### src/hw/sdic_regs.vh
// register offsets, field layout, command codes and timing for sdic
`ifndef SDIC_REGS_VH
`define SDIC_REGS_VH
// ============================================================
// register indices on the plain register port
`define SDIC_OFS_CMD 4'h0
`define SDIC_OFS_RCR 4'h1
`define SDIC_OFS_ACR 4'h2
`define SDIC_OFS_MODE 4'h3
`define SDIC_OFS_STAT 4'h4
// ============================================================
// command_code_field values
`define SDIC_CMD_NONE 3'h0
`define SDIC_CMD_INIT 3'h1
`define SDIC_CMD_MRS 3'h4
`define SDIC_CMD_SRE 3'h5
`define SDIC_CMD_SRX 3'h6
// ============================================================
// refresh_control_reg fields
`define SDIC_RCR_EN 0
`define SDIC_RCR_SEL_LO 1
`define SDIC_RCR_SEL_HI 3
// burst_access_config fields: mux type and lower-density flag
`define SDIC_ACR_MUX_LO 0
`define SDIC_ACR_MUX_HI 1
`define SDIC_ACR_SMALL 2
`define SDIC_MUX_A 2'h0
`define SDIC_MUX_B 2'h1
`define SDIC_MUX_C 2'h2
// ============================================================
// reset values
`define SDIC_RST_RCR 8'h00
`define SDIC_RST_ACR 8'h00
`define SDIC_RST_MODE 8'h00
// ============================================================
// timing: refreshes in the power-up sequence, interval table in states
`define SDIC_INIT_REFS 4'h8
`define SDIC_IVL_0 9'h02F
`define SDIC_IVL_1 9'h04E
`define SDIC_IVL_2 9'h061
`define SDIC_IVL_3 9'h07C
`define SDIC_IVL_4 9'h09C
`define SDIC_IVL_5 9'h0C3
`define SDIC_IVL_6 9'h0F9
`define SDIC_IVL_7 9'h138
`endif

### src/hw/sdic_ctrl.v
// sdram init, self-refresh and command sequencer with register port
// Behaviour
// - init: precharge-all, eight refreshes, mode set
// - hold cpu while a command runs
// - init clears command field on completion
// - bank bits placed by mux type and sdram density
// - mux type code selects type a, b, c
// - code 0x04 issues a mode register set
// - code 101 enters self-refresh
// - code 110 exits, refreshes once, clears field
// - periodic auto-refresh at selected interval
//
// The placing of the registers and the plain strobed port were decided locally.
`default_nettype none
`include "sdic_regs.vh"
module sdic_ctrl #(
  parameter CLK_HALF = 2, // system cycles per half memory clock
  parameter GAP_STEPS = 4 // nop memory clocks after each sequencer command
) (
  input wire clk_sys, // system clock, 250 mhz
  input wire rstn, // async reset, active low
  input wire [3:0] reg_addr, // register index
  input wire [7:0] reg_wdata, // write data
  input wire reg_wr, // write strobe
  input wire reg_rd, // read strobe
  output reg [7:0] reg_rdata, // read data, cycle after strobe
  input wire acc_valid, // access engine has a command
  input wire acc_ras_n, // access row strobe, low active
  input wire acc_cas_n, // access column strobe, low active
  input wire acc_we_n, // access write enable, low active
  input wire [14:0] acc_addr, // access row or column address
  input wire [1:0] acc_bank, // access bank
  input wire [1:0] acc_dqm, // access byte masks, upper then lower
  output reg acc_ready, // access may be taken on next step
  output reg cpu_hold, // stall cpu fetch and execution
  output reg mem_clock_out, // sdram clock
  output reg clock_enable_out, // sdram clock enable
  output reg mem_chip_select_out_n, // sdram chip select, low
  output reg row_strobe_out_n, // sdram ras, low
  output reg column_strobe_out_n, // sdram cas, low
  output reg write_enable_out_n, // sdram we, low
  output reg upper_byte_mask_out, // upper byte mask
  output reg lower_byte_mask_out, // lower byte mask
  output reg [15:0] mem_addr_out // sdram address a0..a15
);
  // sequencer states
  localparam S_IDLE = 3'h0;
  localparam S_GAP = 3'h1;
  localparam S_REFS = 3'h2;
  localparam S_MRS = 3'h3;
  localparam S_AREF1 = 3'h4;
  localparam S_FIN = 3'h5;

  reg [2:0] command_code_field; // running command, zero when idle
  reg [7:0] refresh_control_reg; // enable and interval select
  reg [7:0] burst_access_config; // mux type and density flag
  reg [7:0] mode_value; // mode register value sent by mrs
  reg in_self; // sdram is in self-refresh
  reg [2:0] state; // sequencer state
  reg [2:0] after_gap; // state entered when gap ends
  reg [3:0] ref_left; // init refreshes still to issue
  reg [3:0] gap_cnt; // nop steps remaining
  reg [3:0] div_cnt; // memory clock divider
  reg ar_active; // running command is a periodic refresh
  reg ref_ack; // one-cycle ack to the refresh timer
  wire ref_due; // periodic refresh owed
  wire tick; // half memory clock elapsed
  wire step; // falling edge of memory clock: pins change
  wire write_ok; // command write is accepted

  assign tick = (div_cnt == CLK_HALF[3:0] - 4'h1);
  assign step = tick & mem_clock_out;

  // place address and bank bits on the pins by mux type and density
  function [15:0] sdic_place;
    input [14:0] a;
    input [1:0] bank;
    input [7:0] acr;
    reg [15:0] r;
    begin
      r = {1'b0, a};
      case (acr[`SDIC_ACR_MUX_HI:`SDIC_ACR_MUX_LO])
        `SDIC_MUX_A:
          if (acr[`SDIC_ACR_SMALL])
            r[11] = bank[0];
          else
            r[13:12] = bank;
        `SDIC_MUX_B:
          if (acr[`SDIC_ACR_SMALL])
            r[13:12] = bank;
          else
            r[14:13] = bank;
        default:
          r[14:13] = bank;
      endcase
      sdic_place = r;
    end
  endfunction

  // commands legal now: init, mrs and self-refresh entry only out of self-refresh, exit only in it;
  // a write during a periodic refresh waits in the field until it ends
  assign write_ok = reg_wr && (reg_addr == `SDIC_OFS_CMD) &&
    (command_code_field == `SDIC_CMD_NONE) &&
    (((reg_wdata[2:0] == `SDIC_CMD_INIT ||
       reg_wdata[2:0] == `SDIC_CMD_MRS ||
       reg_wdata[2:0] == `SDIC_CMD_SRE) && !in_self) ||
     (reg_wdata[2:0] == `SDIC_CMD_SRX && in_self));

  // ============================================================
  // periodic refresh timer, idle while in self-refresh
  sdic_refresh_timer u_timer (
    .clk_sys(clk_sys),
    .rstn(rstn),
    .enable(refresh_control_reg[`SDIC_RCR_EN] & ~in_self),
    .sel(refresh_control_reg[`SDIC_RCR_SEL_HI:`SDIC_RCR_SEL_LO]),
    .ack(ref_ack),
    .due(ref_due)
  );

  // ============================================================
  // memory clock divider
  always @(posedge clk_sys or negedge rstn)
  begin
    if (!rstn)
    begin
      div_cnt <= 4'h0;
      mem_clock_out <= 1'b0;
    end
    else if (tick)
    begin
      div_cnt <= 4'h0;
      mem_clock_out <= ~mem_clock_out;
    end
    else
      div_cnt <= div_cnt + 4'h1;
  end

  // ============================================================
  // configuration registers
  always @(posedge clk_sys or negedge rstn)
  begin
    if (!rstn)
    begin
      refresh_control_reg <= `SDIC_RST_RCR;
      burst_access_config <= `SDIC_RST_ACR;
      mode_value <= `SDIC_RST_MODE;
    end
    else if (reg_wr)
    begin
      case (reg_addr)
        `SDIC_OFS_RCR: refresh_control_reg <= {4'h0, reg_wdata[3:0]};
        `SDIC_OFS_ACR: burst_access_config <= {5'h00, reg_wdata[2:0]};
        `SDIC_OFS_MODE: mode_value <= reg_wdata;
        default: ;
      endcase
    end
  end

  // ============================================================
  // read port: data in the cycle after the strobe, zero elsewhere
  always @(posedge clk_sys or negedge rstn)
  begin
    if (!rstn)
      reg_rdata <= 8'h00;
    else if (reg_rd)
    begin
      case (reg_addr)
        `SDIC_OFS_CMD: reg_rdata <= {5'h00, command_code_field};
        `SDIC_OFS_RCR: reg_rdata <= refresh_control_reg;
        `SDIC_OFS_ACR: reg_rdata <= burst_access_config;
        `SDIC_OFS_MODE: reg_rdata <= mode_value;
        `SDIC_OFS_STAT: reg_rdata <= {5'h00, ref_due, in_self, cpu_hold};
        default: reg_rdata <= 8'h00;
      endcase
    end
    else
      reg_rdata <= 8'h00;
  end

  // ============================================================
  // command sequencer and sdram pins
  always @(posedge clk_sys or negedge rstn)
  begin
    if (!rstn)
    begin
      command_code_field <= `SDIC_CMD_NONE;
      state <= S_IDLE;
      after_gap <= S_IDLE;
      ref_left <= 4'h0;
      gap_cnt <= 4'h0;
      in_self <= 1'b0;
      ar_active <= 1'b0;
      ref_ack <= 1'b0;
      cpu_hold <= 1'b0;
      acc_ready <= 1'b0;
      clock_enable_out <= 1'b1;
      mem_chip_select_out_n <= 1'b1;
      row_strobe_out_n <= 1'b1;
      column_strobe_out_n <= 1'b1;
      write_enable_out_n <= 1'b1;
      upper_byte_mask_out <= 1'b1;
      lower_byte_mask_out <= 1'b1;
      mem_addr_out <= 16'h0000;
    end
    else
    begin
      ref_ack <= 1'b0;
      // stall from the accepted write onward
      if (write_ok)
      begin
        command_code_field <= reg_wdata[2:0];
        cpu_hold <= 1'b1;
      end
      acc_ready <= (state == S_IDLE) && !write_ok && !cpu_hold &&
        (command_code_field == `SDIC_CMD_NONE) && !ref_due && !in_self;
      if (step)
      begin
        // default on each step: deselect, nop
        mem_chip_select_out_n <= 1'b1;
        row_strobe_out_n <= 1'b1;
        column_strobe_out_n <= 1'b1;
        write_enable_out_n <= 1'b1;
        case (state)
          S_IDLE:
            case (command_code_field)
              `SDIC_CMD_INIT:
              begin
                mem_chip_select_out_n <= 1'b0;
                row_strobe_out_n <= 1'b0;
                write_enable_out_n <= 1'b0;
                mem_addr_out <= 16'h0400;
                ref_left <= `SDIC_INIT_REFS;
                after_gap <= S_REFS;
                gap_cnt <= GAP_STEPS[3:0];
                state <= S_GAP;
              end
              // mode register set on code 0x04
              `SDIC_CMD_MRS:
              begin
                state <= S_MRS;
              end
              // self-refresh entry: refresh with cke low
              `SDIC_CMD_SRE:
              begin
                mem_chip_select_out_n <= 1'b0;
                row_strobe_out_n <= 1'b0;
                column_strobe_out_n <= 1'b0;
                clock_enable_out <= 1'b0;
                in_self <= 1'b1;
                after_gap <= S_FIN;
                gap_cnt <= GAP_STEPS[3:0];
                state <= S_GAP;
              end
              // exit: raise cke, then one refresh
              `SDIC_CMD_SRX:
              begin
                clock_enable_out <= 1'b1;
                in_self <= 1'b0;
                after_gap <= S_AREF1;
                gap_cnt <= GAP_STEPS[3:0];
                state <= S_GAP;
              end
              default:
                // periodic refresh has priority over access
                if (ref_due && !in_self)
                begin
                  mem_chip_select_out_n <= 1'b0;
                  row_strobe_out_n <= 1'b0;
                  column_strobe_out_n <= 1'b0;
                  ref_ack <= 1'b1;
                  cpu_hold <= 1'b1;
                  ar_active <= 1'b1;
                  after_gap <= S_FIN;
                  gap_cnt <= GAP_STEPS[3:0];
                  state <= S_GAP;
                end
                else if (acc_valid && acc_ready)
                begin
                  mem_chip_select_out_n <= 1'b0;
                  row_strobe_out_n <= acc_ras_n;
                  column_strobe_out_n <= acc_cas_n;
                  write_enable_out_n <= acc_we_n;
                  upper_byte_mask_out <= acc_dqm[1];
                  lower_byte_mask_out <= acc_dqm[0];
                  mem_addr_out <= sdic_place(acc_addr, acc_bank,
                    burst_access_config);
                end
            endcase
          S_GAP:
            if (gap_cnt <= 4'h1)
              state <= after_gap;
            else
              gap_cnt <= gap_cnt - 4'h1;
          S_REFS:
          begin
            mem_chip_select_out_n <= 1'b0;
            row_strobe_out_n <= 1'b0;
            column_strobe_out_n <= 1'b0;
            ref_left <= ref_left - 4'h1;
            after_gap <= (ref_left == 4'h1) ? S_MRS : S_REFS;
            gap_cnt <= GAP_STEPS[3:0];
            state <= S_GAP;
          end
          // mode register set closes the sequence
          S_MRS:
          begin
            mem_chip_select_out_n <= 1'b0;
            row_strobe_out_n <= 1'b0;
            column_strobe_out_n <= 1'b0;
            write_enable_out_n <= 1'b0;
            // bank bits zero, placed per mux type
            mem_addr_out <= sdic_place({7'h00, mode_value}, 2'h0,
              burst_access_config);
            after_gap <= S_FIN;
            gap_cnt <= GAP_STEPS[3:0];
            state <= S_GAP;
          end
          S_AREF1:
          begin
            mem_chip_select_out_n <= 1'b0;
            row_strobe_out_n <= 1'b0;
            column_strobe_out_n <= 1'b0;
            after_gap <= S_FIN;
            gap_cnt <= GAP_STEPS[3:0];
            state <= S_GAP;
          end
          S_FIN:
          begin
            // a command taken during a periodic refresh stays pending
            if (!ar_active)
              command_code_field <= `SDIC_CMD_NONE;
            if (!ar_active ||
              (command_code_field == `SDIC_CMD_NONE && !write_ok))
              cpu_hold <= 1'b0;
            ar_active <= 1'b0;
            state <= S_IDLE;
          end
          default:
            state <= S_IDLE;
        endcase
      end
    end
  end
endmodule // sdic_ctrl
`default_nettype wire

### src/hw/sdic_refresh_timer.v
// auto-refresh interval timer for the sdram command controller
`default_nettype none
`include "sdic_regs.vh"
module sdic_refresh_timer (
  input wire clk_sys, // system clock
  input wire rstn, // async reset, active low
  input wire enable, // periodic refresh enabled
  input wire [2:0] sel, // interval select
  input wire ack, // one-cycle: a refresh was issued
  output reg due // level: a refresh is owed
);
  reg [8:0] count; // states since due was last raised

  // interval in system-clock states for each select code
  function [8:0] sdic_interval;
    input [2:0] s;
    begin
      case (s)
        3'h0: sdic_interval = `SDIC_IVL_0;
        3'h1: sdic_interval = `SDIC_IVL_1;
        3'h2: sdic_interval = `SDIC_IVL_2;
        3'h3: sdic_interval = `SDIC_IVL_3;
        3'h4: sdic_interval = `SDIC_IVL_4;
        3'h5: sdic_interval = `SDIC_IVL_5;
        3'h6: sdic_interval = `SDIC_IVL_6;
        default: sdic_interval = `SDIC_IVL_7;
      endcase
    end
  endfunction

  // ============================================================
  // interval counter; due set wins over ack in the same cycle
  always @(posedge clk_sys or negedge rstn)
  begin
    if (!rstn)
    begin
      count <= 9'h000;
      due <= 1'b0;
    end
    else if (!enable)
    begin
      count <= 9'h000;
      due <= 1'b0;
    end
    else
    begin
      if (count >= sdic_interval(sel) - 9'h001)
      begin
        count <= 9'h000;
        due <= 1'b1;
      end
      else
      begin
        count <= count + 9'h001;
        if (ack)
          due <= 1'b0;
      end
    end
  end
endmodule // sdic_refresh_timer
`default_nettype wire

### config.mk
export PLATFORM = sky130hd
export DESIGN_NAME = sdic_ctrl
export DESIGN_NICKNAME = d
export VERILOG_FILES = /design/src/hw/sdic_ctrl.v /design/src/hw/sdic_refresh_timer.v
export VERILOG_INCLUDE_DIRS = /design/src /design/src/hw
export SDC_FILE = /design/constraint.sdc
export NUM_CORES = 1
export LEC_CHECK = 0
export BUFFER_PORTS_ARGS = -buffer_cell sky130_fd_sc_hd__buf_2
export CAP_MARGIN = 0
export CORE_UTILIZATION = 39
export DETAILED_ROUTE_END_ITERATION = 7
export PLACE_DENSITY = 0.65
export SETUP_SLACK_MARGIN = 0.2
export SKIP_CTS_REPAIR_TIMING = 1
export SLEW_MARGIN = 40
export SYNTH_ARGS = -nofsm -noshare
export SYNTH_HDL_FRONTEND = slang
export SYNTH_HIERARCHICAL = 1
export SYNTH_SLANG_ARGS = --single-unit
### constraint.sdc
create_clock -name clk_sys -period 3 [get_ports clk_sys]
set_input_delay 0.9 -clock clk_sys [delete_from_list [all_inputs] [get_ports clk_sys]]
set_output_delay 0.9 -clock clk_sys [all_outputs]
set_load 0.01 [all_outputs]
==> results of run 1 <==
==> Yosys cell counts, types with 4 or more instances <==
cell type / n / area share [%]
dfrtp_1: 75 / 42
nor2_1: 31 / 2.6
inv_1: 27 / 2.3
mux2_2: 26 / 6.6
nand2_1: 25 / 2.1
nor3_1: 19 / 2.1
o21ai_0: 18 / 2.0
clkbuf_1: 17 / 1.4
ha_1: 15 / 4.2
a21oi_1: 14 / 1.6
mux2i_1: 11 / 2.5
a22oi_1: 10 / 1.7
nand3_1: 10 / 1.1
nor2b_1: 9 / 1.3
xnor2_1: 9 / 1.8
nand2b_1: 8 / 1.1
dfstp_2: 7 / 4.1
o21a_1: 7 / 1.2
a22o_1: 6 / 1.2
a21o_1: 5 / 0.85
and2_1: 4 / 0.56
nand4_1: 4 / 0.56
nor3b_1: 4 / 0.68
nor4_1: 4 / 0.56
xor2_1: 4 / 0.79
==> how the worst max path moves through the flow <==
stage                                       startpoint                              end  slack, ns  depth (start not counted)
global placement                           reg_addr[1]  command_code_field[2]$_DFF_PN0_       0.43                          5
finish              refresh_control_reg[3]$_DFFE_PN0P_       u_timer/count[3]$_DFF_PN0_       0.43                         10
floorplan           refresh_control_reg[3]$_DFFE_PN0P_          u_timer/due$_DFFE_PN0P_       0.59                         11
CTS                 refresh_control_reg[3]$_DFFE_PN0P_       u_timer/count[3]$_DFF_PN0_       0.41                         10
global route        refresh_control_reg[3]$_DFFE_PN0P_       u_timer/count[2]$_DFF_PN0_       0.21                         10
detailed placement                         reg_addr[1]  command_code_field[1]$_DFF_PN0_       0.36                          5
==> per-stage QoR <==
step                      total power, mW  std cells  setup slack [ns]  utilization [%]
after floorplan                     2.626        430            0.5914                -
after global placement              3.028        628            0.4293            45.07
after detailed placement            3.088        628            0.3635            45.07
after CTS                           4.251        644            0.4083            47.91
after global routing                4.506        644            0.2146            47.93
final                               4.215        644            0.4288            47.93
==> where the power goes <==
group / leakage (nW) / internal [mW] / switching, mW
clock network: 0.146 / 0.676 / 0.464
registers: 1.03 / 1.42 / 0.317
logic: 1.25 / 0.617 / 0.718
==> per-layer routing <==
layer / vias up / track usage, %
li1: 1686 / -
met1: 1671 / 25.65
met3: 10 / 5.021
met2: 74 / 26.94
met4: 0 / 5.888
met5: - / 0
==> layout by cell type, fill, tap and decap left out, types with 11 or more instances in the layout <==
cell     count
nor2_1      30
nor3_1      19
inv_1       27
mux2i_1     11
o21ai_0     18
nand2_1     25
mux2_2      26
ha_1        15
dfrtp_1     75
a21oi_1     14
buf_2       70
==> logic make-up after synthesis <==
family	count (synthesis)
AO/OA/AOI/OAI	94
XOR/XNOR	13
adder cells (fa/ha/maj)	15
buffers and inverters	47
flip-flops	82
multiplexers	39
other	1
AND/OR/NAND/NOR	139
==> area by class of cell <==
class,count,area share (%)
clock inverters,6,1.361
well taps,140,3.342
multi-input cells,301,41.66
flip-flops and latches,82,39.32
clock buffers,10,4.560
repair buffers,78,7.830
inverters,27,1.934
==> worst reg2reg max path, stage by stage, from the launching register on <==
cell and delay [ns]:
dfrtp_1 0.52, nor2b_1 0.20, xnor2_1 0.16, ha_1 0.22
o21ai_0 0.09, a21oi_1 0.18, ha_1 0.25, and3_4 0.16
a221oi_2 0.30, nand2_2 0.18, nor3_1 0.22
==> impl_metrics.ini, run 1 <==
[outcome]
status = completed

[cts]
worst_skew_pair.late_latency_ns = 0.33
cts_max_level = 3
cts_buffer_depth = 2
cts_tree = built
cts-root-buf = clkbuf_16
clock-sinks = 82
cts.clk_slew.worst_paths_ns = 0.06
cts_made_buffers = 9

[hold_path]
hp-start = after_gap[2]$_DFFE_PN0P_
hold_depth = 1
min_to = after_gap[2]$_DFFE_PN0P_
min_path_type = reg2reg

[routing]
met1_length_mm = 4.971
drt_iter0_markers = 131
totalWireLength_mm = 10.06
drtPass1Iterations = 4
dr.max_layer_used = met4
routed_via_density = 5.343
met3_length_um = 501
drc_errors = 0
wl_per_cell_um = 15.62
drtAntennaViolNets = 0
vias = 3441
wl_met2_mm = 4.495

[timing]
final_max_slew_viol_count = 0
worst_hold_slack_ns = 0.4937
slew_headroom_pct = 54.20
setup_viol = 0
finClkSkew_ns = 0.008185
period_minus_slack_ns = 2.571
fin_crit_sh_pct = 85.71
worstMarginPinSlew_ns = 0.6853
fmax_ghz = 0.3889
finalSetupTns_ns = 0
rsz0062_at_grt = false
hold_violations = 0

[synth]
syn_area_sq_mm = 0.004433
synth_xor_area_share_pct = 2.568
synth_cell_type_count = 67
yosys.area_share.simple_pct = 17.10
ys_seq_elements = 82
seq_area_frac_synth_pct = 46.49
async_flop_share_pct = 100.0
synth-edff-count = 0
muxShareOfSynthArea_pct = 9.766
synth_compound_area_share_pct = 15.44
synthFlopType = dfrtp_1
synth_fa_ha_area_share_pct = 4.234
synthesis.nets = 484
ys_warn_count = 6
synth_top_family_by_area = simple AND/OR/NAND/NOR gates
avgSynthCellArea_sq_um = 10.31
netlist_instances = 430

[finish]
nFillCells = 1026
final_net_count = 553
multi_input_area_sq_mm = 0.002183
final_cell_area_sq_mm = 0.005241
antennaDiodeCount = 0
largest_reg_flops = 15
drive_gt1_share_pct = 28.57
syn_to_final_growth_pct = 18.23
regMostFlops = mem_addr_out
ff_latch_area_sq_mm = 0.002061
reg_top3 = mem_addr_out (15), u_timer/count (9)

[power]
peakVddDrop_uv = 406.9
power.leakage_nw = 2.429
p_per_area_mw_per_mm2 = 804.2

[critical_path]
r2r_cells = 10
reg2reg_slack_ns = 0.43
cp_cell_sequence = nor2b_1, xnor2_1, ha_1, o21ai_0, a21oi_1, ha_1, and3_4, a221oi_2, nand2_2, nor3_1
startpoint_type = flop
crit_top_cell = ha_1
slowest_stage = dfrtp_1
worstPathArrival_ns = 2.82
r2r_start = refresh_control_reg[3]$_DFFE_PN0P_
crit-reg2reg-capture = u_timer/count[3]$_DFF_PN0_
critPathKind = reg2reg
max_stage_delay_ns = 0.52
crit_buf_inv = 0
cp_data_required_time_ns = 3.25
crit_path_end_kind = flop
critPathTopFamily = simple AND/OR/NAND/NOR gates
crit_fanout = 11

[global_route]
grt_pass1_vias = 3385
grt_antenna_before_repair = 0
overflow = 0
grt_max_degree = 44
grt_first_pass_wirelength_mm = 16.66
grtUsageTotal_pct = 18.19

[floorplanning]
pin_count = 73
die_y_um = 108.6
core_area_sq_mm = 0.01094
start_util_pct = 40.54
std_cell_rows = 38
dieArea_sq_mm = 0.01180
die_w_um = 108.6

[flow_run]
drv_cap = 0

[place]
place_hpwl_mm = 7.340
numPortBuffers = 71
dpl_cell_area_sq_mm = 0.004928
place.gp.congestion = 0.7933
Note: power is estimated with default switching activity, not from simulation.
==> run 2, diff against run 1 <==
Settings changed: ABC_AREA set to 1, CTS_BUF_LIST set to sky130_fd_sc_hd__clkbuf_4 sky130_fd_sc_hd__clkbuf_8, SLEW_MARGIN 40 to 5.
==> impl_metrics.ini, run 2 <==
[power]
power.leakage_nw = 2.894
peakVddDrop_uv = 364.1
seqPwrFrac_pct = 44.8
p_sw_mw = 1.057
p_sw_share_pct = 32.91
power.share.clock_pct = 28.9
p_per_area_mw_per_mm2 = 600.3
p_int_mw = 2.155
combPwrFrac_pct = 26.4

[finish]
regMostFlops = mem_addr_out
drive_gt1_share_pct = 19.30
final_net_count = 738
syn_to_final_growth_pct = 15.88
largest_reg_flops = 15
final_cell_mix = 202 x nand2_1, 82 x inv_1, 75 x dfrtp_1
antennaDiodeCount = 0
final_common_cell = nand2_1
reg_top3 = mem_addr_out (15), u_timer/count (9)
final_cell_area_sq_mm = 0.005350

[synth]
synth.area.top_cells = dfrtp_1 41%, nand2_1 16%, inv_1 6.7%
async_flop_share_pct = 100.0
syn_area_sq_mm = 0.004617
ys_seq_elements = 82
seq_area_frac_synth_pct = 44.63
synth_cell_type_count = 40
synth_largest_area_cell = dfrtp_1
ys_warn_count = 6
ys_top_cells_by_count = 202 x nand2_1, 82 x inv_1, 75 x dfrtp_1
synth-edff-count = 0
netlist_instances = 610
synthesis.nets = 664
avgSynthCellArea_sq_um = 7.569
synthFlopType = dfrtp_1
synth_most_common_cell = nand2_1
netlist.area_leader.share_pct = 40.65

[critical_path]
crit_path_end_kind = flop
endpoint = u_timer/count[0]$_DFF_PN0_
worstPathArrival_ns = 2.58
critPathKind = reg2reg
reg2reg_slack_ns = 0.69
cp_data_required_time_ns = 3.27
crit_fanout = 9
startpoint_type = flop
crit-reg2reg-capture = u_timer/count[0]$_DFF_PN0_
crit_start = refresh_control_reg[1]$_DFFE_PN0P_
r2r_start = refresh_control_reg[1]$_DFFE_PN0P_
r2r_cells = 13

[timing]
hold_violations = 0
setup_viol = 0
slew_headroom_pct = 61.39
worstMarginPinSlew_ns = 0.5747
fin_crit_sh_pct = 77.07
fmax_ghz = 0.4325
finClkSkew_ns = 0.01082
period_minus_slack_ns = 2.312
rsz0062_at_grt = false
final_max_slew_viol_count = 0
finalSetupTns_ns = 0

[outcome]
status = completed

[global_route]
busiest_layer = met2
overflow = 0
use_met3_pct = 3.390
grt.met1_usage_pct = 24.88
grt_antenna_before_repair = 0
grtUsageTotal_pct = 17.93
grt_pass1_vias = 3966
grt_first_pass_wirelength_mm = 18.08
grt_max_degree = 44
met2_usage_pct = 28.20

[floorplanning]
die_w_um = 110.8
std_cell_rows = 39
dieArea_sq_mm = 0.01228
core_area_sq_mm = 0.01147
pin_count = 73
die_y_um = 110.8
start_util_pct = 40.26

[routing]
routed_via_density = 4.885
drc_errors = 0
drt_iter0_markers = 251
wl_per_cell_um = 12.42
drtPass1Iterations = 4
drtAntennaViolNets = 0
vias = 4064
totalWireLength_mm = 10.34

[cts]
clock-sinks = 82
cts_buffer_depth = 2
cts_max_level = 3
cts_made_buffers = 9
cts.clk_slew.worst_paths_ns = 0.09
cts-root-buf = clkbuf_8
cts_tree = built
worst_skew_pair.late_latency_ns = 0.34

[place]
place.gp.congestion = 0.8410
numPortBuffers = 71
dpl_cell_area_sq_mm = 0.005117
place_hpwl_mm = 7.863

[flow_run]
drv_cap = 0

[hold_path]
min_path_type = reg2reg
## run 2: cell types whose count changed in the layout (fill, tap and decap cells not counted), sizes merged, moves of 8 or more
cell | previous run | this run
nand2b | 8 | 0
mux2 | 28 | 0
inv | 30 | 87
mux2i | 11 | 0
a22oi | 10 | 1
nand3 | 10 | 51
nor2b | 9 | 0
nor2 | 31 | 57
nor3 | 19 | 6
o21ai | 19 | 38
nand2 | 27 | 211
## run 2: logic make-up after synthesis
group / share of synthesized area (%)
buffers and inverters: 8.374
other: 0.08122
XOR/XNOR: 2.276
flip-flops: 44.63
AO/OA/AOI/OAI: 8.429
adder cells (fa/ha/maj): 4.065
AND/OR/NAND/NOR: 32.14
## run 2: final cells by class
class                           instances  area (sq um)
Fill cell                            1123          6117
Multi-Input combinational cell        431          2170
Sequential cell                        82          2061
Timing Repair Buffer                   72         377.9
Inverter                               88         330.3
Tap cell                              143         178.9
Clock buffer                           12         158.9
Clock inverter                          4         73.82
## run 2: power groups by stage
stage | registers [mW] | logic, mW | clock network [mW]
after floorplan | 1.46 | 0.566 | 0
after global placement | 1.45 | 0.830 | 0
after detailed placement | 1.46 | 0.848 | 0
after CTS | 1.44 | 0.854 | 0.949
after global routing | 1.46 | 0.976 | 0.997
final | 1.44 | 0.846 | 0.928
## run 2: worst min-delay path by stage
| stage | from | end | slack (ns) | cells after the start |
|---|---|---|---|---|
| floorplan | after_gap[0]$_DFFE_PN0P_ | after_gap[0]$_DFFE_PN0P_ | 0.44 | 2 |
| finish | upper_byte_mask_out$_DFFE_PN1P_ | upper_byte_mask_out$_DFFE_PN1P_ | 0.47 | 2 |
| global placement | lower_byte_mask_out$_DFFE_PN1P_ | lower_byte_mask_out$_DFFE_PN1P_ | 0.45 | 2 |
| global route | lower_byte_mask_out$_DFFE_PN1P_ | lower_byte_mask_out$_DFFE_PN1P_ | 0.49 | 2 |
| detailed placement | upper_byte_mask_out$_DFFE_PN1P_ | upper_byte_mask_out$_DFFE_PN1P_ | 0.46 | 2 |
| CTS | upper_byte_mask_out$_DFFE_PN1P_ | upper_byte_mask_out$_DFFE_PN1P_ | 0.47 | 2 |
## run 2: worst max-delay path, stage by stage (launching register included)
cell and delay, ns:
dfrtp_1 0.47, nor2_1 0.13, nor2_1 0.06, nand2_1 0.07, nand2_1 0.07, ha_1 0.21
o21ai_0 0.17, a21oi_1 0.09, ha_1 0.31, nand2_1 0.07, nand2_1 0.06, a21oi_2 0.20
nand4_4 0.19, nor2_1 0.15
## run 2: stage by stage
step                power, mW  setup WS [ns]  hold WS, ns  utilization, %  std cells
floorplan               2.026         0.9632       0.4434               -        610
global placement        2.282         0.8366       0.4497           44.63        816
detailed placement      2.305         0.7121       0.4627           44.63        816
CTS                     3.241         0.6893       0.4718           46.66        832
global route            3.436         0.4626       0.4938           46.66        832
finish                  3.211         0.6880       0.4706           46.66        832
## run 2: per-layer routing
metal / part of all wire (%) / vias up
li1: - / 2059
met1: 49 / 1889
met2: 45 / 107
met3: 4.9 / 9
met4: 0.99 / 0
met5: 0 / -
==> run 3, diff against run 2 <==
Settings changed: PLACE_DENSITY 0.65 to 0.67.
Clock period 3 ns to 2.12 ns, I/O delays scaled along.
==> impl_metrics.ini, run 3 (same netlist as run 2, synthesis figures left out) <==
[outcome]
status = finished, violations left
violations = setup timing

[critical_path]
crit-reg2reg-capture = u_timer/count[6]$_DFF_PN0_
r2r_start = refresh_control_reg[3]$_DFFE_PN0P_
crit_fanout = 5
startpoint_type = flop
crit_path_end_kind = flop
cp_data_required_time_ns = 2.42
critPathKind = reg2reg
reg2reg_slack_ns = -0.12
r2r_cells = 13
worstPathArrival_ns = 2.54

[routing]
drtAntennaViolNets = 0
drt_iter0_markers = 252
drc_errors = 0
routed_via_density = 4.918
drtPass1Iterations = 6
vias = 4126
wl_per_cell_um = 13.07
totalWireLength_mm = 10.97

[finish]
largest_reg_flops = 15
final_common_cell = nand2_1
syn_to_final_growth_pct = 17.99
final_cell_area_sq_mm = 0.005448
drive_gt1_share_pct = 22.27
fin_cells = 839
reg_top3 = mem_addr_out (15), u_timer/count (9)
antennaDiodeCount = 0
final_net_count = 745
final_cell_mix = 199 x nand2_1, 82 x inv_1, 74 x dfrtp_1
regMostFlops = mem_addr_out

[global_route]
overflow = 0
grt_antenna_before_repair = 1
grt_pass1_vias = 3862
grtUsageTotal_pct = 18.16
grt_max_degree = 51
grt_first_pass_wirelength_mm = 18.06

[cts]
cts-root-buf = clkbuf_8
clock-sinks = 82
cts_max_level = 3
cts_made_buffers = 9
cts_tree = built
cts_buffer_depth = 2
cts.clk_slew.worst_paths_ns = 0.09
worst_skew_pair.late_latency_ns = 0.37

[timing]
final_max_slew_viol_count = 0
worstMarginPinSlew_ns = 0.5145
fin_crit_sh_pct = 105.6
finalSetupTns_ns = -0.7848
period_minus_slack_ns = 2.238
rsz0062_at_grt = true
setup_viol = 10
fmax_ghz = 0.4468
fin_ws_ns = -0.1183
slew_headroom_pct = 65.44
finClkSkew_ns = 0.01087
hold_violations = 0

[floorplanning]
die_w_um = 110.8
die_y_um = 110.8
dieArea_sq_mm = 0.01228
std_cell_rows = 39
core_area_sq_mm = 0.01147
start_util_pct = 40.26
pin_count = 73

[flow_run]
drv_cap = 0

[place]
numPortBuffers = 71
dp.cells = 818
dpl_cell_area_sq_mm = 0.005135
place.gp.congestion = 0.8633
place_hpwl_mm = 7.960

[hold_path]
min_path_type = in2async

[power]
power.leakage_nw = 2.910
peakVddDrop_uv = 375.7
p_per_area_mw_per_mm2 = 832.9
power_mw = 4.538
## run 3: changes by cell type in the layout (fill, tap and decap cells not counted), moves of 2 or more
cell	before	now
o21ai_2	7	9
o21ai_0	31	29
nor2_1	53	47
nor2_2	2	8
nand2_1	202	199
nand2_2	6	9
buf_4	1	7
clkinvlp_4	0	2
## run 3: through the flow
stage	utilization (%)	hold WS [ns]	setup slack, ns
2_1_floorplan	-	0.3404	0.1716
3_3_place_gp	44.78	0.4528	0.05296
3_5_place_dp	44.78	0.4589	-0.06007
4_1_cts	46.52	0.2171	-0.07775
5_1_grt	47.51	0.2335	-0.2891
6_report	47.51	0.2058	-0.1183
## run 3: how the worst max path moves through the flow
| stage | startpoint | end |
|---|---|---|
| finish | refresh_control_reg[3]$_DFFE_PN0P_ | u_timer/count[6]$_DFF_PN0_ |
| detailed placement | refresh_control_reg[1]$_DFFE_PN0P_ | u_timer/count[0]$_DFF_PN0_ |
| floorplan | refresh_control_reg[1]$_DFFE_PN0P_ | u_timer/count[0]$_DFF_PN0_ |
| CTS | refresh_control_reg[1]$_DFFE_PN0P_ | u_timer/count[1]$_DFF_PN0_ |
| global placement | refresh_control_reg[1]$_DFFE_PN0P_ | u_timer/count[0]$_DFF_PN0_ |
| global route | refresh_control_reg[3]$_DFFE_PN0P_ | u_timer/count[6]$_DFF_PN0_ |
## run 3: per-layer routing
| layer | global-route usage, % | vias up | share of wire, % |
|---|---|---|---|
| li1 | - | 2080 | - |
| met1 | 25.19 | 1913 | 47 |
| met2 | 28.07 | 114 | 45 |
| met3 | 3.773 | 17 | 5.7 |
| met4 | 6.489 | 2 | 1.7 |
| met5 | 0 | - | 0.12 |
## run 3: cell type report
type                            count  area [sq um]
Tap cell                          143         178.9
Fill cell                        1086          6020
Clock buffer                       11         145.1
Timing Repair Buffer               78         422.9
Sequential cell                    82          2062
Inverter                           88         330.3
Multi-Input combinational cell    432          2253
Clock inverter                      5         55.05
## run 3: where the power goes
group / internal [mW] / switching, mW / total (mW)
Clock: 0.586 / 0.595 / 1.18
Sequential: 1.83 / 0.209 / 2.04
Combinational: 0.539 / 0.779 / 1.32
Total: 2.95 / 1.58 / 4.54
## run 3: critical path: stages (launching register included)
cell     delay, ns
dfrtp_1       0.44
nor2_1        0.13
nor2_1        0.06
nand2_1       0.08
nand2_2       0.08
ha_4          0.18
o21ai_2       0.10
a21oi_1       0.07
ha_1          0.30
nand2_1       0.10
nand2_2       0.07
a21oi_4       0.22
nand4_4       0.19
nor2_2        0.15
